`config.mk`:
```
export PLATFORM = sky130hd
export DESIGN_NAME = dsnz_exec
export DESIGN_NICKNAME = d
export VERILOG_FILES = /design/src/dsnz_pkg.sv /design/src/dsnz_addr.sv /design/src/dsnz_exec.sv
export SDC_FILE = /design/constraint.sdc
export NUM_CORES = 1
export LEC_CHECK = 0
export ABC_AREA = 1
export BUFFER_PORTS_ARGS = -buffer_cell sky130_fd_sc_hd__buf_2
export CAP_MARGIN = 20
export CORE_ASPECT_RATIO = 0.75
export CORE_MARGIN = 10
export CORE_UTILIZATION = 50
export DETAILED_ROUTE_END_ITERATION = 10
export GPL_ROUTABILITY_DRIVEN = 0
export GPL_TIMING_DRIVEN = 0
export PLACE_DENSITY = 0.78
export REMOVE_ABC_BUFFERS = 1
export SYNTH_ARGS = -nofsm -noshare
export SYNTH_HDL_FRONTEND = slang
export SYNTH_SLANG_ARGS = --single-unit
```
`constraint.sdc`:
```
create_clock -name core_clk -period 2.2 [get_ports core_clk]
set_input_delay 0.22 -clock core_clk [delete_from_list [all_inputs] [get_ports core_clk]]
set_output_delay 0.22 -clock core_clk [all_outputs]
set_load 0.02 [all_outputs]
```
`src/dsnz_pkg.sv`:
```
// constants for the decrement-and-skip-unless-zero execution block
// assumes one core clock; each rising clock edge is one quarter phase of a cycle
package dsnz_pkg;
    // opcode field, instruction word bits [15:10]
    localparam logic [5:0] DSNZ_OPCODE = 6'h13;
    localparam int DSNZ_OP_LSB = 10;
    // field positions inside the instruction word
    localparam int DSNZ_DEST_BIT = 9;
    localparam int DSNZ_BANK_BIT = 8;
    // highest operand that stays in low access ram / indexed window
    localparam logic [7:0] DSNZ_LOW_LIMIT = 8'h5f;
    // bank numbers of the two halves of the fast-access bank
    localparam logic [3:0] DSNZ_ACC_LOW_BANK = 4'h0;
    localparam logic [3:0] DSNZ_ACC_HIGH_BANK = 4'hf;
    // quarter phases per instruction cycle and no-op lengths minus one
    localparam int DSNZ_PHASES = 4;
    localparam logic [2:0] DSNZ_NOP_ONE = 3'(DSNZ_PHASES - 1);
    localparam logic [2:0] DSNZ_NOP_TWO = 3'(2 * DSNZ_PHASES - 1);
    // reset values
    localparam logic [11:0] DSNZ_ADDR_RST = 12'h000;
    localparam logic [7:0] DSNZ_DATA_RST = 8'h00;
    localparam logic [2:0] DSNZ_CNT_RST = 3'h0;
    // execution sequence, one state per quarter phase except DSNZ_NOP, held for four or eight
    typedef enum logic [2:0] {
        DSNZ_IDLE, DSNZ_READ, DSNZ_PROC, DSNZ_WRITE, DSNZ_NOP
    } dsnz_state_t;
endpackage

```
`src/dsnz_addr.sv`:
```
// operand address former: fast-access bank, banked, or indexed offset
// assumes the bank pointer and index base are stable during decode
`timescale 1ns/1ps
module dsnz_addr import dsnz_pkg::*; (
    // decoded operand fields
    input wire logic bank_bit,
    input wire logic [7:0] operand,
    // core state
    input wire logic [3:0] bank_pointer_register,
    input wire logic ext_enable,
    input wire logic [11:0] index_base,
    // formed address
    output logic [11:0] addr,
    output logic indexed
);
    // a=1 uses the bank pointer; otherwise, unless indexed, low operands hit bank 0 and the rest hit the special register bank
    always_comb begin
        indexed = ext_enable && !bank_bit && (operand <= DSNZ_LOW_LIMIT);
        if (bank_bit) begin
            addr = {bank_pointer_register, operand};
        end else if (indexed) begin
            // wraps within the 4k space, as the address adder does
            addr = index_base + {4'h0, operand};
        end else if (operand <= DSNZ_LOW_LIMIT) begin
            addr = {DSNZ_ACC_LOW_BANK, operand};
        end else begin
            addr = {DSNZ_ACC_HIGH_BANK, operand};
        end
    end
endmodule

```
`src/dsnz_exec.sv`:
```
// execution of the decrement-and-skip-unless-zero byte instruction
// assumes the core offers a word in the decode phase and reads data
// memory combinationally while mem_rd_en is high
// Notes on behaviour
// - destination 0: result to working register
// - destination 1: result back to source byte
// - decode upper six bits 010011, d, a, f
// - nonzero result discards the fetched next instruction
// - skip adds no-op cycle; four phases each
// - a=0 fast-access bank, a=1 bank pointer
// - extended, a=0, f<=95: indexed literal offset
`timescale 1ns/1ps
module dsnz_exec import dsnz_pkg::*; (
    // clock and reset
    input wire logic core_clk,
    input wire logic rst,
    // instruction offered in the decode phase
    input wire logic instr_valid,
    input wire logic [15:0] instr_word,
    input wire logic next_two_word,
    // core state used for addressing
    input wire logic [3:0] bank_pointer_register,
    input wire logic ext_enable,
    input wire logic [11:0] index_base,
    // data memory
    input wire logic [7:0] mem_rdata,
    output logic [11:0] mem_addr,
    output logic mem_rd_en,
    output logic mem_wr_en,
    output logic [7:0] mem_wdata,
    // working register and status
    output logic wreg_wr_en,
    output logic [7:0] wreg_wdata,
    output logic status_wr_en,
    // sequencing towards the fetch unit
    output logic busy,
    output logic discard,
    output logic nop_cycle
);
    dsnz_state_t state_reg, state_next; // quarter-phase sequence
    logic [11:0] addr_reg, addr_next; // operand address, held to write
    logic dest_reg, dest_next; // destination select
    logic two_reg, two_next; // skipped instruction is two words
    logic [7:0] data_reg, data_next; // operand as read
    logic [2:0] cnt_reg, cnt_next; // no-op phase counter
    logic rd_reg, rd_next;
    logic mwr_reg, mwr_next;
    logic [7:0] wdata_reg, wdata_next; // shared by both destinations
    logic wwr_reg, wwr_next;
    logic busy_reg, busy_next;
    logic disc_reg, disc_next;
    logic nop_reg, nop_next;
    logic stat_reg; // status flags never written by this instruction
    logic [11:0] formed_addr; // address from the former
    logic decode_go; // a matching word is taken
    logic [7:0] result; // decremented operand

    // opcode match on the top six bits
    function automatic logic dsnz_match(input logic [15:0] w);
        dsnz_match = (w[15:DSNZ_OP_LSB] == DSNZ_OPCODE);
    endfunction

    // address former, fed straight from the offered word
    dsnz_addr u_addr (
        .bank_bit(instr_word[DSNZ_BANK_BIT]),
        .operand(instr_word[7:0]),
        .bank_pointer_register(bank_pointer_register),
        .ext_enable(ext_enable),
        .index_base(index_base),
        .addr(formed_addr),
        .indexed()
    );

    // take only in the decode phase of an idle sequence
    assign decode_go = (state_reg == DSNZ_IDLE) && instr_valid &&
                       dsnz_match(instr_word);
    assign result = data_reg - 8'h01;

    // next-state and output computation
    always_comb begin
        state_next = state_reg;
        addr_next = addr_reg;
        dest_next = dest_reg;
        two_next = two_reg;
        data_next = data_reg;
        cnt_next = cnt_reg;
        rd_next = 1'b0;
        mwr_next = 1'b0;
        wdata_next = wdata_reg;
        wwr_next = 1'b0;
        busy_next = busy_reg;
        disc_next = disc_reg;
        nop_next = nop_reg;
        unique case (state_reg)
            DSNZ_IDLE: begin
                // decode phase
                if (decode_go) begin
                    addr_next = formed_addr;
                    dest_next = instr_word[DSNZ_DEST_BIT];
                    rd_next = 1'b1;
                    busy_next = 1'b1;
                    state_next = DSNZ_READ;
                end
            end
            DSNZ_READ: begin
                // read phase: capture the operand byte
                data_next = mem_rdata;
                state_next = DSNZ_PROC;
            end
            DSNZ_PROC: begin
                // process phase: decide destination and skip
                wdata_next = result;
                mwr_next = dest_reg;
                wwr_next = !dest_reg;
                disc_next = (result != 8'h00);
                two_next = next_two_word;
                state_next = DSNZ_WRITE;
            end
            DSNZ_WRITE: begin
                // write phase; a zero result simply ends the cycle
                if (disc_reg) begin
                    nop_next = 1'b1;
                    cnt_next = two_reg ? DSNZ_NOP_TWO : DSNZ_NOP_ONE;
                    state_next = DSNZ_NOP;
                end else begin
                    busy_next = 1'b0;
                    state_next = DSNZ_IDLE;
                end
            end
            DSNZ_NOP: begin
                // one or two whole no-op cycles stand for the skipped word
                if (cnt_reg == DSNZ_CNT_RST) begin
                    nop_next = 1'b0;
                    disc_next = 1'b0;
                    busy_next = 1'b0;
                    state_next = DSNZ_IDLE;
                end else begin
                    cnt_next = cnt_reg - 3'h1;
                end
            end
        endcase
    end

    // registers only
    always_ff @(posedge core_clk or posedge rst) begin
        if (rst) begin
            state_reg <= DSNZ_IDLE;
            addr_reg <= DSNZ_ADDR_RST;
            dest_reg <= 1'b0;
            two_reg <= 1'b0;
            data_reg <= DSNZ_DATA_RST;
            cnt_reg <= DSNZ_CNT_RST;
            rd_reg <= 1'b0;
            mwr_reg <= 1'b0;
            wdata_reg <= DSNZ_DATA_RST;
            wwr_reg <= 1'b0;
            busy_reg <= 1'b0;
            disc_reg <= 1'b0;
            nop_reg <= 1'b0;
            stat_reg <= 1'b0;
        end else begin
            state_reg <= state_next;
            addr_reg <= addr_next;
            dest_reg <= dest_next;
            two_reg <= two_next;
            data_reg <= data_next;
            cnt_reg <= cnt_next;
            rd_reg <= rd_next;
            mwr_reg <= mwr_next;
            wdata_reg <= wdata_next;
            wwr_reg <= wwr_next;
            busy_reg <= busy_next;
            disc_reg <= disc_next;
            nop_reg <= nop_next;
            stat_reg <= 1'b0;
        end
    end

    // outputs straight from flops
    assign mem_addr = addr_reg;
    assign mem_rd_en = rd_reg;
    assign mem_wr_en = mwr_reg;
    assign mem_wdata = wdata_reg;
    assign wreg_wr_en = wwr_reg;
    assign wreg_wdata = wdata_reg;
    assign status_wr_en = stat_reg;
    assign busy = busy_reg;
    assign discard = disc_reg;
    assign nop_cycle = nop_reg;
endmodule

```
==> impl_results.md <==
- Status: finished clean
- FF+latch area: 0.00105 mm2
- Min Tclk post-route: 1660 ps
- DP Cell Count: 482
- Final setup TNS: 0 ps
- CP Cell Sequence: buf_2, ha_1, inv_1, fa_1, inv_1, nand3_1, nand3_1, nand2_1, nand2_1, nor2_1, o21ai_0, nand2_1, nand2_1
- Number of global-route vias before repair: 2308
- # rows: 22
- Post-Syn Area: 0.00265 mm2
- Clk sink count: 42
- Core Area: 0.00501 mm2
- Longest Clk Path Bufs: 2
- Post-synthesis adder-cell area fraction: 6.42%
- Commonest non-fill, non-tap cell in the layout: nand2_1
- Flops & latches, synth: 42
- Fin. max-slew vios: 0
- Main combinational cell family by area after synthesis: simple AND/OR/NAND/NOR gates
- Htree depth: 2
- CP required: 2430 ps
- Die Span Y: 83.1 um
- Yosys warnings: 0
- Clock transition at path regs: 80 ps
- Power Total: 3.33 mW
- Remaining DRCs: 0
- Hold Crit Class: in2async
- Reg2reg start: state_reg[0]
- Simple-Gate Fraction of Synth Area: 29.0%
- Leak pwr: 1.76 nW
- Die width: 104 um
- WL per Instance: 13.2 um
- Power density cells: 1060 mW/mm2
- Crit Path Max Fanout: 4
- DPL Wire Length: 5.25 mm
- Post-route ant nets: 0
- Post-CTS resize count: 0
- Layout Skew: 5.89 ps
- Area growth syn-to-layout: 18.4%
- Fmax: 601 MHz
- PortBufs: 78
- CTS Hold Bufs: 0
- Clk Latency, worst-skew pair: 290 ps
- Synth top area share: 39.7%
- GRT Residual Overflow: 0
- Crit Path Class: in2reg
- GRT Total Usage: 14.3%
- CTS Root Cell: clkbuf_8
- Final Hold Viols: 0
- WP data arrival: 1890 ps
- Die footprint: 0.00864 mm2
- Initial antenna violation count: 0
- Ratio of cells with drive above 1 in the final layout: 24.9%
- Initial Util: 52.9%
- Routed vias: 2379
- Multi-input logic area: 0.00133 mm2
- Top cells by area, synth: dfrtp_1 (40%), nand2_1 (13%), inv_1 (5.9%), ha_1 (5.7%), nor2_1 (5.7%)
- Slew HR: 43.4%
- Io pins: 80
- Routed WL: 6.45 mm
- Slew @ Worst Pin: 847 ps
- First-pass GRT wire length: 10.7 mm
- CTS tree: yes
- Gate Count Post-Synth: 345
- Most frequent cells in the layout: nand2_1 (92), buf_2 (78), dfrtp_1 (42)
- Final Cycle Share: 75.6%
- CTS buffer count: 5
- VDD IR-drop max: 0.696 mV
- Startpoint types: input port
- Mux contribution to synthesized area: 1.27%
- Critical path startpoint: instr_word[0]
- Sequential area share after synthesis: 39.7%
- Largest net degree at the start of global routing: 43
- Fill count: 521
- Mean Syn Cell Area: 7.68 um2
- Most used cell, CP: nand2_1
- Starting DRT DRC Count: 131
- Slowest stage delay, CP: 350 ps
- Compound-gate portion of the synthesized area: 10.9%
- Number of flip-flops under the largest register name: 12
- Area leader, netlist: dfrtp_1
- Post-synthesis xor/xnor area fraction: 2.31%
- Worst Setup End Kind: register
- Via density: 4.86
- Final net count: 475
- RSZ-0062 raised after global routing: false
- Slowest CP cell: fa_1
- Max-Cap Viols: 0
- DR pass1 iterations: 4
- Fin cells: 490
- ANT cells: 0
- Final setup viols: 0
- Setup bufs post-CTS: 0
- Post-synth cell types: 38
metrics by stage:
stage	util (%)	hold slack, ps	setup WS [ps]	instance area [um2]
3_3_place_gp	60.4	409	275	3030
5_1_grt	62.6	156	342	3140
4_1_cts	62.6	116	553	3140
2_1_floorplan	-	337	673	2550
6_report	62.6	102	537	3140
3_5_place_dp	60.4	424	271	3030
Yosys cell counts, drive strengths merged:
cell,n
mux2,3
nand3b,1
nand3,19
buf,13
a21boi,2
a21oi,18
nand2,94
nor3,5
dfrtp,42
conb,1
o21ai,15
o31ai,1
a2bb2oi,6
fa,1
or2,3
a31oi,4
o21bai,2
nand4,9
xor2,4
inv,45
xnor2,3
nor2,42
ha,12
kinds of logic after synthesis:
| logic type | after synthesis |
|---|---|
| other cells | 1 |
| simple gates | 173 |
| xor+xnor | 7 |
| compound gates | 48 |
| mux | 3 |
| fa+ha+maj | 13 |
| flops | 42 |
| buf+inv | 58 |
power by group:
| group | internal [mW] | switching, mW | leakage, nW |
|---|---|---|---|
| logic | 0.521 | 0.963 | 1.19 |
| clock network | 0.334 | 0.259 | 0.0579 |
| registers | 1.06 | 0.201 | 0.512 |
critical path, delay by kind of cell:
family                   cells  cell delay (ps)
AO/OA/AOI/OAI                1              180
adder cells (fa/ha/maj)      2              570
buffers and inverters        3              310
AND/OR/NAND/NOR              7              600
cell type report:
class,instances,area share (%)
Clock inverter,3,1.28
Tap cell,72,2.87
Timing Repair Buffer,78,12.4
Inverter,45,5.46
Sequential cell,42,33.5
Clock buffer,5,2.19
Multi-Input combinational cell,245,42.2
per-layer routing:
| layer | wire length [um] | vias up | global-route usage [%] |
|---|---|---|---|
| li1 | - | 1251 | - |
| met1 | 3180 | 1044 | 19.7 |
| met2 | 2790 | 75 | 21.3 |
| met3 | 411 | 9 | 4.09 |
| met4 | 66 | 0 | 3.38 |
| met5 | 0 | - | 0 |
final timing paths:
check                         endpoint  slack (ps)  depth (start not counted)
setup reg to reg               discard         670                          5
hold reg to reg             wreg_wr_en         450                          1
min in group core_clk          two_reg         120                          3
hold / removal             mem_addr[2]         100                          2
max in group asynchronous  data_reg[1]        1570                          2
setup / recovery           mem_addr[8]         540                         13
Power figures use the tool's default switching activity.
